[src/pkg/cldsl_pkg.sv]
`default_nettype none
package cldsl_pkg;
	localparam int unsigned SR_W = 24;
	localparam int unsigned CFG_W = 8;
	localparam int unsigned CNT_W = 16;
	localparam int unsigned FIFO_DEPTH = 4;
	localparam int unsigned FIFO_W = SR_W + 1;
	// Pin bit positions inside the synchroniser vectors
	localparam int unsigned PIN_SCLK = 0;
	localparam int unsigned PIN_DIN = 1;
	localparam int unsigned PIN_EN_N = 2;
	localparam logic [2:0] PIN_RST = 3'h4;
	// Lamp control bit positions in the display word
	localparam int unsigned LAMP_A_POS = 20;
	localparam int unsigned LAMP_B_POS = 21;
	localparam int unsigned LAMP_C_POS = 22;
	// Bit of the transfer length that marks a display transfer
	localparam int unsigned CNT_DISP_BIT = 4;
	localparam logic [CNT_W-1:0] CNT_MIN_BITS = 16'h0008;
	localparam logic [CNT_W-1:0] CNT_MAX = 16'hffff;
	localparam logic [CNT_W-1:0] CNT_RST = 16'h0000;
	localparam logic [SR_W-1:0] SR_RST = 24'h000000;
	localparam logic [SR_W-1:0] DISP_RST = 24'h000000;
	localparam logic [CFG_W-1:0] CFG_RST = 8'h00;
endpackage
`default_nettype wire

[src/logic/cldsl_top.sv]
`timescale 1ns/1ps
`default_nettype none

module cldsl_fifo #(
	parameter int unsigned W = 25,
	parameter int unsigned DEPTH = 4
) (
	input wire logic clk,
	input wire logic srst,
	input wire logic in_valid,
	output logic in_ready,
	input wire logic [W-1:0] in_data,
	output logic out_valid,
	input wire logic out_ready,
	output logic [W-1:0] out_data
);
	localparam int unsigned AW = (DEPTH > 1) ? $clog2(DEPTH) : 1;
	localparam int unsigned CW = $clog2(DEPTH + 1);
	localparam logic [AW-1:0] LAST = AW'(DEPTH - 1);
	localparam logic [CW-1:0] FULL = CW'(DEPTH);

	logic [W-1:0] mem_q [DEPTH];
	logic [AW-1:0] wr_q;
	logic [AW-1:0] rd_q;
	logic [CW-1:0] cnt_q;
	logic push;
	logic pop;

	function automatic logic [AW-1:0] nxt(input logic [AW-1:0] p);
		nxt = (p == LAST) ? '0 : p + AW'(1);
	endfunction

	assign in_ready = (cnt_q != FULL);
	assign out_valid = (cnt_q != '0);
	assign out_data = mem_q[rd_q];
	assign push = in_valid && in_ready;
	assign pop = out_valid && out_ready;

	always_ff @(posedge clk) begin
		if (push) begin
			mem_q[wr_q] <= in_data;
		end
	end

	always_ff @(posedge clk) begin
		if (srst) begin
			wr_q <= '0;
			rd_q <= '0;
			cnt_q <= '0;
		end else begin
			if (push) begin
				wr_q <= nxt(wr_q);
			end
			if (pop) begin
				rd_q <= nxt(rd_q);
			end
			if (push && !pop) begin
				cnt_q <= cnt_q + CW'(1);
			end else if (pop && !push) begin
				cnt_q <= cnt_q - CW'(1);
			end
		end
	end
endmodule

module cldsl_top (
	input wire logic clk,
	input wire logic srst,
	input wire logic sclk_pin,
	input wire logic din_pin,
	input wire logic enable_n_pin,
	output logic dout,
	output logic [cldsl_pkg::CFG_W-1:0] cfg_reg,
	output logic [cldsl_pkg::SR_W-1:0] disp_reg,
	output logic lamp_ctrl_bit_a,
	output logic lamp_ctrl_bit_b,
	output logic lamp_ctrl_bit_c,
	output logic lamp_bank1_on,
	output logic lamp_bank2_on,
	output logic upd_valid,
	input wire logic upd_ready,
	output logic upd_is_disp,
	output logic [cldsl_pkg::SR_W-1:0] upd_data
);
	logic [2:0] sync0_q;
	logic [2:0] sync1_q;
	logic [2:0] sync2_q;
	logic [2:0] filt_q;
	logic [2:0] prev_q;
	logic sclk_rise;
	logic sclk_fall;
	logic en_rise;
	logic en_fall;
	logic active;
	logic [cldsl_pkg::SR_W-1:0] sr_q;
	logic [cldsl_pkg::CNT_W-1:0] cnt_q;
	logic pend_q;
	logic [cldsl_pkg::FIFO_W-1:0] pend_data_q;
	logic commit;
	logic take;
	logic push;
	logic fifo_in_ready;
	logic [cldsl_pkg::FIFO_W-1:0] fifo_out;

	// Length decides the target register, also used by the cover points
	function automatic logic is_disp(input logic [cldsl_pkg::CNT_W-1:0] n);
		is_disp = n[cldsl_pkg::CNT_DISP_BIT];
	endfunction

	// Filter passes a level only once the last two stages agree
	always_ff @(posedge clk) begin
		if (srst) begin
			sync0_q <= cldsl_pkg::PIN_RST;
			sync1_q <= cldsl_pkg::PIN_RST;
			sync2_q <= cldsl_pkg::PIN_RST;
			filt_q <= cldsl_pkg::PIN_RST;
			prev_q <= cldsl_pkg::PIN_RST;
		end else begin
			sync0_q <= {enable_n_pin, din_pin, sclk_pin};
			sync1_q <= sync0_q;
			sync2_q <= sync1_q;
			filt_q <= (sync1_q & sync2_q) | (filt_q & (sync1_q ^ sync2_q));
			prev_q <= filt_q;
		end
	end

	assign sclk_rise = filt_q[cldsl_pkg::PIN_SCLK] && !prev_q[cldsl_pkg::PIN_SCLK];
	assign sclk_fall = !filt_q[cldsl_pkg::PIN_SCLK] && prev_q[cldsl_pkg::PIN_SCLK];
	assign en_rise = filt_q[cldsl_pkg::PIN_EN_N] && !prev_q[cldsl_pkg::PIN_EN_N];
	assign en_fall = !filt_q[cldsl_pkg::PIN_EN_N] && prev_q[cldsl_pkg::PIN_EN_N];
	assign active = !filt_q[cldsl_pkg::PIN_EN_N];

	// Bits are shifted and counted only while enable is low
	always_ff @(posedge clk) begin
		if (srst) begin
			sr_q <= cldsl_pkg::SR_RST;
			cnt_q <= cldsl_pkg::CNT_RST;
		end else begin
			if (sclk_rise && active) begin
				sr_q <= {sr_q[cldsl_pkg::SR_W-2:0], filt_q[cldsl_pkg::PIN_DIN]};
			end
			if (en_rise || en_fall) begin
				cnt_q <= cldsl_pkg::CNT_RST;
			end else if (sclk_rise && active && cnt_q != cldsl_pkg::CNT_MAX) begin
				cnt_q <= cnt_q + 16'h0001;
			end
		end
	end

	always_ff @(posedge clk) begin
		if (srst) begin
			dout <= 1'h0;
		end else if (sclk_fall && active) begin
			dout <= sr_q[cldsl_pkg::SR_W-1];
		end
	end

	assign commit = en_rise && (cnt_q >= cldsl_pkg::CNT_MIN_BITS);
	assign push = pend_q && fifo_in_ready;
	// A full queue holds the commit; a second one meanwhile is dropped
	assign take = commit && (!pend_q || push);

	always_ff @(posedge clk) begin
		if (srst) begin
			pend_q <= 1'h0;
			pend_data_q <= {1'h0, cldsl_pkg::SR_RST};
		end else begin
			if (push) begin
				pend_q <= 1'h0;
			end
			if (take) begin
				pend_q <= 1'h1;
				if (is_disp(cnt_q)) begin
					pend_data_q <= {1'h1, sr_q};
				end else begin
					pend_data_q <= {1'h0, 16'h0000, sr_q[cldsl_pkg::CFG_W-1:0]};
				end
			end
		end
	end

	always_ff @(posedge clk) begin
		if (srst) begin
			cfg_reg <= cldsl_pkg::CFG_RST;
			disp_reg <= cldsl_pkg::DISP_RST;
			lamp_bank1_on <= 1'h0;
			lamp_bank2_on <= 1'h0;
		end else if (push) begin
			if (pend_data_q[cldsl_pkg::SR_W]) begin
				disp_reg <= pend_data_q[cldsl_pkg::SR_W-1:0];
				lamp_bank1_on <= pend_data_q[cldsl_pkg::LAMP_A_POS]
					| pend_data_q[cldsl_pkg::LAMP_C_POS];
				lamp_bank2_on <= pend_data_q[cldsl_pkg::LAMP_B_POS]
					| pend_data_q[cldsl_pkg::LAMP_C_POS];
			end else begin
				cfg_reg <= pend_data_q[cldsl_pkg::CFG_W-1:0];
			end
		end
	end

	assign lamp_ctrl_bit_a = disp_reg[cldsl_pkg::LAMP_A_POS];
	assign lamp_ctrl_bit_b = disp_reg[cldsl_pkg::LAMP_B_POS];
	assign lamp_ctrl_bit_c = disp_reg[cldsl_pkg::LAMP_C_POS];

	cldsl_fifo #(
		.W(cldsl_pkg::FIFO_W),
		.DEPTH(cldsl_pkg::FIFO_DEPTH)
	) u_fifo (
		.clk(clk),
		.srst(srst),
		.in_valid(pend_q),
		.in_ready(fifo_in_ready),
		.in_data(pend_data_q),
		.out_valid(upd_valid),
		.out_ready(upd_ready),
		.out_data(fifo_out)
	);

	assign upd_is_disp = fifo_out[cldsl_pkg::SR_W];
	assign upd_data = fifo_out[cldsl_pkg::SR_W-1:0];
endmodule
`default_nettype wire

[config.mk]
export PLATFORM = sky130hd
export DESIGN_NAME = cldsl_top
export DESIGN_NICKNAME = d
export VERILOG_FILES = /design/src/pkg/cldsl_pkg.sv /design/src/logic/cldsl_top.sv
export SDC_FILE = /design/constraint.sdc
export NUM_CORES = 1
export LEC_CHECK = 0
export ABC_AREA = 0
export BUFFER_PORTS_ARGS = -buffer_cell sky130_fd_sc_hd__buf_2
export CAP_MARGIN = 0
export CORE_MARGIN = 1.5
export CORE_UTILIZATION = 53
export CTS_CLUSTER_DIAMETER = 40
export DETAILED_ROUTE_END_ITERATION = 10
export GPL_ROUTABILITY_DRIVEN = 0
export PLACE_DENSITY_LB_ADDON = 0.25
export SYNTH_ARGS = -nofsm -noshare
export SYNTH_HDL_FRONTEND = slang
export SYNTH_HIERARCHICAL = 1
export SYNTH_SLANG_ARGS = --single-unit
[constraint.sdc]
create_clock -name clk -period 2 [get_ports clk]
set_input_delay 0.3 -clock clk [delete_from_list [all_inputs] [get_ports clk]]
set_output_delay 0.3 -clock clk [all_outputs]
set_load 0.05 [all_outputs]
==> results of run 1 <==
-- area by class of cell --
class | instances | area share
Timing Repair Buffer | 101 | 0.08471
Inverter | 7 | 0.002488
Tap cell | 216 | 0.02559
Sequential cell | 224 | 0.5206
Multi-Input combinational cell | 422 | 0.2718
Clock inverter | 20 | 0.02275
Clock buffer | 33 | 0.07215
-- per-layer routing --
| layer | global-route usage | vias up | wire, µm |
|---|---|---|---|
| li1 | - | 2754 | - |
| met1 | 0.2754 | 2899 | 7427 |
| met2 | 0.4065 | 184 | 9745 |
| met3 | 0.03239 | 35 | 957 |
| met4 | 0.07190 | 0 | 394 |
| met5 | 0 | - | 0 |
-- worst max-delay path by stage --
stage,to,cells past startpoint
after floorplan,u_fifo/cnt_q[2]$_SDFFE_PP0P_,9
after global placement,u_fifo/cnt_q[2]$_SDFFE_PP0P_,7
after detailed placement,u_fifo/cnt_q[2]$_SDFFE_PP0P_,7
after CTS,upd_data[3],4
after global routing,upd_data[7],4
final,upd_data[9],4
-- timing repair --
item | in CTS | in global routing
gates cloned | 3 | 0
setup endpoints to repair | 26 | 27
pin swaps | 0 | 3
endpoints found under the hold margin | 3 | 0
gates resized for setup | 61 | 3
hold buffers | 3 | 0
setup buffers | 4 | 1
-- Yosys cell counts (9+ instances only) --
cell type    n  area [µm²]
dfxtp_1    124        2482
nand2_1    103       386.6
edfxtp_1   100        3003
a21oi_1     85       425.4
clkbuf_1    28       105.1
mux4_2      25       563.0
nand4_1     22       137.6
nor2_1      20       75.07
nand3_1     18       90.09
o21ai_1     18       90.09
o21ai_0     14       70.07
mux2i_1     13       130.1
ha_1        12       150.1
nor2b_1      9       56.30
-- where the power goes --
| part | internal [W] | total (W) | switching (W) |
|---|---|---|---|
| Clock | 0.00330 | 0.00527 | 0.00198 |
| Sequential | 0.00482 | 0.00492 | 0.0000988 |
| Combinational | 0.000984 | 0.00215 | 0.00117 |
| Total | 0.00910 | 0.0123 | 0.00324 |
-- worst max-delay path, delay by kind of cell, from the launching register on --
kind | cells | cell delay (ns)
buffers and inverters | 3 | 0.43
muxes | 1 | 0.52
DFF | 1 | 0.40
-- cell families after synthesis --
logic type | after synthesis | synth area share
xor+xnor | 2 | 0.002048
buf+inv | 54 | 0.02882
simple gates | 229 | 0.1336
mux | 38 | 0.08104
compound gates | 140 | 0.09333
fa+ha+maj | 13 | 0.01989
flops | 224 | 0.6413
-- per-stage QoR --
step           TNS (ns)    util
4_1_cts          -4.312  0.6691
3_5_place_dp          0  0.5834
2_1_floorplan         0       -
3_3_place_gp          0  0.5834
6_report         -2.785  0.6673
5_1_grt          -4.262  0.6673
==> impl_metrics.csv, run 1 <==
group,metric,value,unit
status,status,"finished, violations left",
status,violations,"negative setup slack",
finish,top_regs,"u_fifo/mem_q: 100 flops, pend_data_q: 25 flops",
setup_path,r2r_slack,0.04,ns
timing,worst_slack,-0.1571,ns
finish,num_antenna_cells,0,
placed_design,placed_area,0.009234,mm²
synth,synth_edf_count,100,
timing,worst_clock_skew,0.01562,ns
timing,holdWs,0.1991,ns
clock_tree,h-tree-depth,1,
finish,fin_area,0.01056,mm²
synth,syn_avg_cell_area,12.22,µm²
hold_path,min_path_cells,3,
finish,largest_reg_flops,100,
setup_path,cp.required,1.70,ns
setup_path,setup.worst_path.class,"reg2out",
finish,syn_to_final_growth,23.48,%
synth,synth_ff_type,"dfxtp_1",
setup_path,end_kind,"output pin",
setup_path,cp_slowest_cell,"mux4_2",
finish,final_cell_mix,"120 x dfxtp_1, 103 x nand2_1, 100 x edfxtp_1",
setup_path,cp_max_fo,6,
die,rows,46,
clock_tree,cts_tree,"yes",
global_routing,grt_pass1_vias,5848,
timing,rsz0062_at_grt,"true",
finish,fin_cells,1023,
placed_design,dp_hpwl,11.04,mm
clock_tree,clock_path_buffers,3,
timing,relSlewSlack,0.4981,
clock_tree,clk_pin_slew_worst_paths,0.06,ns
timing,max_freq,463.6,MHz
setup_path,r2r-end,"u_fifo/cnt_q[2]$_SDFFE_PP0P_",
finish,multi_input_area,0.002870,mm²
power,p_total,0.01235,W
setup_path,max_stage_delay,0.52,ns
timing,fin_crit_sh,1.079,
setup_path,reg2reg_from,"u_fifo/cnt_q[2]$_SDFFE_PP0P_",
global_routing,grtUsageTotal,0.2241,
clock_tree,cts_sinks,224,
synth,async_flop_share,0,
synth,syn_inst,700,
setup_path,worstPathArrival,1.86,ns
routing,wire_per_inst,18.11,µm
timing,setup_viol,25,
power,pwr_density_cell,1169,mW/mm²
routing,drc,0,
synth,ys_ff_latch,224,
finish,fillers,1164,
hold_path,whs_endpoint,"cnt_q[15]$_SDFFE_PP0P_",
clock_tree,clkLatencyLatePin,0.53,ns
finish,register_area,0.005498,mm²
power,ir_worst_vdd,0.0007973,V
setup_path,path_cells,"buf_12 -> buf_16 -> mux4_2 -> buf_8",
timing,tightest_slew,0.7529,ns
synth,yosys_warnings,6,
die,pin_count,70,
routing,routed_wl,18.53,mm
placed_design,place_inst,961,
finish,regMostFlops,"u_fifo/mem_q",
global_routing,overflow,0,
die,core,0.01583,mm²
timing,hold_violations,0,
timing,slew_viol_final,0,
die,fp.dieW,130.0,µm
clock_tree,root_buffer,"clkbuf_16",
setup_path,crit_path_start_kind,"flop",
global_routing,grt_max_degree,109,
synth,syn-num-nets,719,
global_routing,grt_pass1_wl,29.54,mm
hold_path,hold_start,"srst",
routing,drt_iter0_drc,397,
placed_design,dp_slack,0.01123,ns
global_routing,antenna_found_initial,0,
routing,vias,5872,
synth,ys_types,52,
finish,nets,804,
hold_path,hold_path.class,"in2reg",
routing,avgViaCountPerCell,5.740,
setup_path,r2r_cells,8,
power,p_leak,3.764,nW
synth,syn-cell-area,0.008553,mm²
routing,first_pass_iters,5,
synth,ys_seq_area_frac,0.6413,
placed_design,port_buffers,69,
finish,drive_above_1_share,0.2528,
die,die_h,130.0,µm
die,die_area,0.01691,mm²
flow_run,cap_violations,0,
timing,fin_crit,2.157,ns
clock_tree,numCtsBuffers,29,
finish,layout_commonest_cell,"dfxtp_1",
routing,ant_nets,0,
die,start_util,0.5404,
(Power assumes the default switching activity.)
==> inputs of run 2 (changes only) <==
--- a/config.mk
+++ b/config.mk
@@ -5,7 +5,7 @@
 export SDC_FILE = /design/constraint.sdc
 export NUM_CORES = 1
 export LEC_CHECK = 0
-export ABC_AREA = 0
+export ABC_AREA = 1
 export BUFFER_PORTS_ARGS = -buffer_cell sky130_fd_sc_hd__buf_2
 export CAP_MARGIN = 0
 export CORE_MARGIN = 1.5
==> constraint.sdc (replaced) <==
create_clock -name clk -period 2 [get_ports clk]
set_input_delay 0.3 -clock clk [delete_from_list [all_inputs] [get_ports clk]]
set_output_delay 0.3 -clock clk [all_outputs]
set_load 0.005 [all_outputs]
==> run 2 against run 1 <==
The flow now finishes without violations. Cell count up 22%. Wire length up 1.8%. Count of clock-buffer cells in the layout down 2. Global-route usage down 1.4 points. Clock skew up 0.014 ns. Final area up 0.13%. Register-to-register slack better by 0.18 ns. Sequential power about the same. Combinational power about the same. Die area up 2.8%. Critical path depth up 2. Critical path type unchanged. Critical endpoint is now upd_data[0]. Largest cell class unchanged.
==> impl_metrics.csv, run 2 <==
group,metric,value,unit
placed_design,placed_area,0.009402,mm²
finish,syn_to_final_growth,20.18,%
flow_run,cap_violations,0,
synth,ys_types,30,
die,fp.dieW,131.9,µm
clock_tree,root_buffer,"clkbuf_16",
synth,synth_largest_area_cell,"edfxtp_1",
global_routing,overflow,0,
synth,syn_inst,928,
clock_tree,h-tree-depth,1,
power,ir_worst_vdd,0.0006871,V
finish,regMostFlops,"u_fifo/mem_q",
power,internal_power,0.008597,W
power,power_switching,0.003285,W
die,start_util,0.5480,
synth,synth_edf_count,100,
timing,slew_viol_final,0,
status,status,"finished clean",
clock_tree,clkLatencyLatePin,0.54,ns
finish,final_cell_mix,"162 x nor2_1, 161 x nand2_1, 122 x dfxtp_1",
routing,vias,6609,
synth,yosys-top-cells-count,"166 x nor2_1, 161 x nand2_1, 124 x dfxtp_1",
timing,worst_clock_skew,0.02956,ns
die,rows,46,
finish,layout_commonest_cell,"nor2_1",
setup_path,reg2reg_from,"u_fifo/cnt_q[1]$_SDFFE_PP0P_",
finish,largest_reg_flops,100,
global_routing,grt_pass1_wl,30.15,mm
global_routing,grt_pass1_vias,6092,
finish,fillers,1246,
placed_design,port_buffers,69,
clock_tree,clk_pin_slew_worst_paths,0.06,ns
routing,wire_per_inst,15.08,µm
synth,synth_most_common_cell,"nor2_1",
synth,syn-cell-area,0.008800,mm²
power,pwr_density_cell,1124,mW/mm²
timing,max_freq,508.1,MHz
global_routing,grt_max_degree,57,
die,core,0.01606,mm²
setup_path,cp_max_fo,25,
timing,relSlewSlack,0.7271,
timing,tightest_slew,0.4084,ns
finish,fin_area,0.01058,mm²
synth,ys_seq_area_frac,0.6233,
synth,async_flop_share,0,
clock_tree,cts_sinks,224,
routing,drc,0,
placed_design,dp_hpwl,11.42,mm
clock_tree,cts_tree,"yes",
setup_path,cp_slowest_cell,"dfxtp_4",
setup_path,cp.required,1.70,ns
hold_path,hold_path.class,"in2reg",
power,p_leak,4.300,nW
setup_path,path_cells,"buf_4 -> buf_12 -> clkinv_16 -> nor2_1 -> o22ai_1 -> buf_2",
synth,synth_ff_type,"dfxtp_1",
clock_tree,clock_path_buffers,3,
setup_path,max_stage_delay,0.35,ns
finish,nets,1032,
setup_path,r2r_slack,0.22,ns
finish,num_antenna_cells,0,
routing,drt_iter0_drc,643,
synth,syn-num-nets,947,
setup_path,worstPathArrival,1.67,ns
global_routing,antenna_found_initial,0,
power,clockPowerShare,0.408,
global_routing,grtUsageTotal,0.2096,
hold_path,hold_start,"upd_ready",
power,p_comb_frac,0.179,
finish,top_regs,"u_fifo/mem_q: 100 flops, pend_data_q: 25 flops",
routing,routed_wl,18.86,mm
power,pwr-share-seq,0.413,
synth,synthTopCellsByArea,"edfxtp_1 34%, dfxtp_1 28%, nor2_1 7.1%",
timing,setup_viol,0,
die,die_area,0.01739,mm²
finish,final_util,0.6586,
routing,ant_nets,0,
die,die_h,131.9,µm
timing,hold_violations,0,
synth,ys_ff_latch,224,
finish,drive_above_1_share,0.1749,
synth,synth_top_area_frac,0.3412,
setup_path,setup.worst_path.class,"reg2out",
timing,fin_crit,1.968,ns
routing,avgViaCountPerCell,5.283,
setup_path,end_kind,"output pin",
routing,first_pass_iters,5,
die,pin_count,70,
timing,fin_crit_sh,0.9841,
setup_path,crit_path_start_kind,"flop",
clock_tree,numCtsBuffers,28,
power,switching_share,0.2765,
synth,yosys_warnings,6,
synth,syn_avg_cell_area,9.482,µm²
## run 2: area by class of cell
| class | count | area [µm²] | area share |
|---|---|---|---|
| Timing Repair Buffer | 106 | 769.5 | 0.07276 |
| Clock inverter | 21 | 186.4 | 0.01763 |
| Inverter | 64 | 274.0 | 0.02591 |
| Sequential cell | 224 | 5490 | 0.5192 |
| Timing Repair inverter | 1 | 30.03 | 0.002840 |
| Clock buffer | 31 | 742.0 | 0.07016 |
| Multi-Input combinational cell | 588 | 2813 | 0.2660 |
| Tap cell | 216 | 270.3 | 0.02556 |
## run 2: metrics by stage
stage                     setup TNS (ns)  cells  hold WS (ns)  total power, W  setup slack (ns)
after floorplan                   -12.12    928        0.3724        0.006159           -0.1212
after global placement                 0   1188        0.3903        0.006653            0.2837
after detailed placement               0   1188        0.3929        0.006697            0.2224
after CTS                              0   1243       0.05929         0.01157           0.02275
after global routing            -0.02141   1251       0.09317         0.01240          -0.01200
final                                  0   1251       0.07380         0.01188           0.03185
## run 2: path summary, 6_finish.rpt
path / to / cells past startpoint
worst max-delay path: upd_data[0] / 6
worst min-delay path: flop / 4
worst max register to register: u_fifo/cnt_q[2]$_SDFFE_PP0P_ / 12
worst min register to register: sync1_q[1]$_SDFF_PP0_ / 2
## run 2: critical path, delay by kind of cell, from the launching register on
family	cells	cell delay (ns)
flip-flops	1	0.35
AND/OR/NAND/NOR	1	0.05
buffers and inverters	4	0.52
AO/OA/AOI/OAI	1	0.20
## run 2: repair_timing
| item | in CTS | in global routing |
|---|---|---|
| hold buffers | 3 | 0 |
| setup endpoints to repair | 25 | 4 |
| gates cloned | 0 | 3 |
| endpoints found under the hold margin | 3 | 0 |
| resized for setup | 8 | 18 |
| pin swaps | 0 | 5 |
| setup buffers | 0 | 5 |
## run 2: metal layers
metal | global-route usage | routed length, µm | up-vias
li1 | - | - | 3303
met1 | 0.2823 | 8154 | 3092
met2 | 0.3579 | 9420 | 188
met3 | 0.03306 | 967 | 26
met4 | 0.04938 | 316 | 0
met5 | 0 | 0 | -
## run 2: kinds of logic after synthesis
logic type,share of synthesized area
AOI/OAI and AO/OA,0.1105
xor gates and xnor gates,0.007963
buffers and inverters,0.06071
adders and majority gates,0.01934
DFF,0.6233
and+or+nand+nor,0.1782
## run 2: power by group through the flow
stage | Sequential, W | Combinational (W) | Clock [W]
5_1_grt | 0.00491 | 0.00236 | 0.00513
2_1_floorplan | 0.00497 | 0.00119 | 0
4_1_cts | 0.00492 | 0.00173 | 0.00492
3_5_place_dp | 0.00500 | 0.00170 | 0
3_3_place_gp | 0.00500 | 0.00166 | 0
6_report | 0.00491 | 0.00213 | 0.00485
==> inputs of run 3 (changes only) <==
==> constraint.sdc (replaced) <==
create_clock -name clk -period 2.2 [get_ports clk]
set_input_delay 0.33 -clock clk [delete_from_list [all_inputs] [get_ports clk]]
set_output_delay 0.33 -clock clk [all_outputs]
set_load 0.005 [all_outputs]
==> run 3 against run 2 <==
Wire length shrank 5.7%. Via count is 2.3% lower. Clock power decreased by 7.4%. Final area decreased by 2.9%. Critical path depth shrank 2. Highest routed layer unchanged. Non-clock buffer count down 13. Hold slack worse by 0.058 ns. Power shrank 11%. Largest cell class unchanged.
==> impl_metrics.csv, run 3 (synthesized netlist as in run 2, its figures left out) <==
group,metric,value,unit
global_routing,antenna_found_initial,0,
clock_tree,post_cts_buffers,0,
global_routing,grt_pass1_vias,6069,
finish,top_regs,"u_fifo/mem_q: 100 flops, pend_data_q: 25 flops",
routing,routed_wl,17.78,mm
die,core,0.01606,mm²
power,ir_worst_vdd,0.0007699,V
finish,drive_above_1_share,0.1548,
timing,tightest_slew,0.6166,ns
placed_design,dp_hpwl,11.05,mm
die,die_area,0.01739,mm²
setup_path,crit_path_start_kind,"flop",
finish,nets,1019,
timing,setup_viol,0,
setup_path,cp.required,1.87,ns
finish,multi_input_area,0.002796,mm²
power,p_total,0.01055,W
die,fp.dieW,131.9,µm
finish,final_util,0.6397,
finish,largest_reg_flops,100,
status,status,"finished clean",
power,internal_power,0.007813,W
routing,first_pass_iters,5,
finish,regMostFlops,"u_fifo/mem_q",
setup_path,worstPathArrival,1.76,ns
placed_design,dp_slack,0.3152,ns
placed_design,placed_area,0.009309,mm²
global_routing,overflow,0,
placed_design,port_buffers,69,
timing,slew_viol_final,0,
power,p_comb_frac,0.151,
power,switching_share,0.2593,
global_routing,grt_pass1_wl,29.50,mm
die,start_util,0.5480,
global_routing,grt_max_degree,51,
power,pwr_density_cell,1027,mW/mm²
power,clockPowerShare,0.426,
clock_tree,cts_sinks,224,
routing,drt_iter0_drc,409,
die,die_h,131.9,µm
clock_tree,root_buffer,"clkbuf_16",
routing,vias,6458,
power,power_switching,0.002735,W
clock_tree,clock_path_buffers,3,
finish,final_cell_mix,"162 x nor2_1, 161 x nand2_1, 124 x dfxtp_1",
die,rows,46,
hold_path,hold_path.class,"in2reg",
timing,max_freq,479.2,MHz
clock_tree,cts_tree,"yes",
routing,drc,0,
finish,fillers,1281,
power,p_leak,4.186,nW
clock_tree,numCtsBuffers,29,
routing,ant_nets,0,
finish,syn_to_final_growth,16.74,%
finish,register_area,0.005485,mm²
timing,relSlewSlack,0.5874,
timing,hold_violations,0,
setup_path,setup.worst_path.class,"reg2out",
timing,worst_slack,0.1133,ns
finish,num_antenna_cells,0,
power,pwr-share-seq,0.423,
timing,rsz0062_at_grt,"false",
clock_tree,clk_pin_slew_worst_paths,0.05,ns
finish,layout_commonest_cell,"nor2_1",
setup_path,end_kind,"output pin",
die,pin_count,70,
timing,fin_crit,2.087,ns
routing,wire_per_inst,14.38,µm
finish,fin_area,0.01027,mm²
timing,tns,0,ns
routing,avgViaCountPerCell,5.221,
global_routing,grtUsageTotal,0.2061,
clock_tree,clkLatencyLatePin,0.52,ns
timing,fin_crit_sh,0.9485,
clock_tree,h-tree-depth,1,
setup_path,cp_max_fo,34,
timing,worst_clock_skew,0.01449,ns
flow_run,cap_violations,0,
-- run 3: cell count changes in the layout (fill, tap and decap cells not counted), sizes merged --
| cell | delta |
|---|---|
| dlygate4sd3 | -2 |
| clkbuf | +7 |
| inv | -4 |
| bufinv | +1 |
| clkinv | -3 |
| buf | -9 |
| clkinvlp | -4 |
-- run 3: worst max-delay path: stages, from the launching register on --
cell,delay [ns]
dfxtp_1,0.43
buf_6,0.29
o21ai_0,0.13
o22ai_1,0.23
buf_2,0.15
-- run 3: layout make-up --
cell class | instances | area share
clock buffers | 40 | 0.07808
clock inverters | 12 | 0.01315
inverters | 64 | 0.02412
multi-input cells | 588 | 0.2722
flip-flops and latches | 224 | 0.5340
well taps | 216 | 0.02631
repair buffers | 93 | 0.05213
-- run 3: power groups by stage --
stage / sequential (W) / combinational (W) / clock, W
floorplan: 0.00452 / 0.00108 / 0
detailed placement: 0.00455 / 0.00157 / 0
CTS: 0.00446 / 0.00158 / 0.00454
finish: 0.00446 / 0.00159 / 0.00449
global route: 0.00448 / 0.00180 / 0.00473
global placement: 0.00455 / 0.00155 / 0
-- run 3: path summary, 6_finish.rpt --
path	from	endpoint	slack, ns	cells past startpoint
setup / recovery	flop	upd_data[10]	0.11	4
hold / removal	din_pin	sync0_q[1]$_SDFF_PP0_	0.02	3
setup reg to reg	u_fifo/cnt_q[1]$_SDFFE_PP0P_	u_fifo/cnt_q[1]$_SDFFE_PP0P_	0.32	9
hold reg to reg	sync0_q[1]$_SDFF_PP0_	sync1_q[1]$_SDFF_PP0_	0.40	2
-- run 3: stage by stage --
stage	std cells	hold WS (ns)
after CTS	1237	0.006311
after global routing	1237	0.02237
final	1237	0.01545
after floorplan	928	0.3883
after detailed placement	1184	0.3949
after global placement	1184	0.3902
-- run 3: routing by layer --
layer / routed length [µm] / track usage / vias up
met5: 0 / 0 / -
met4: 369 / 0.06543 / 0
met3: 798 / 0.02614 / 31
met2: 8660 / 0.3488 / 112
met1: 7955 / 0.2775 / 3063
li1: - / - / 3252
-- run 3: what timing repair did --
action                     CTS  global route
setup endpoints to repair    0             6
hold buffers                 1             0
gates resized for setup      0             4
hold endpoints to repair     1             0
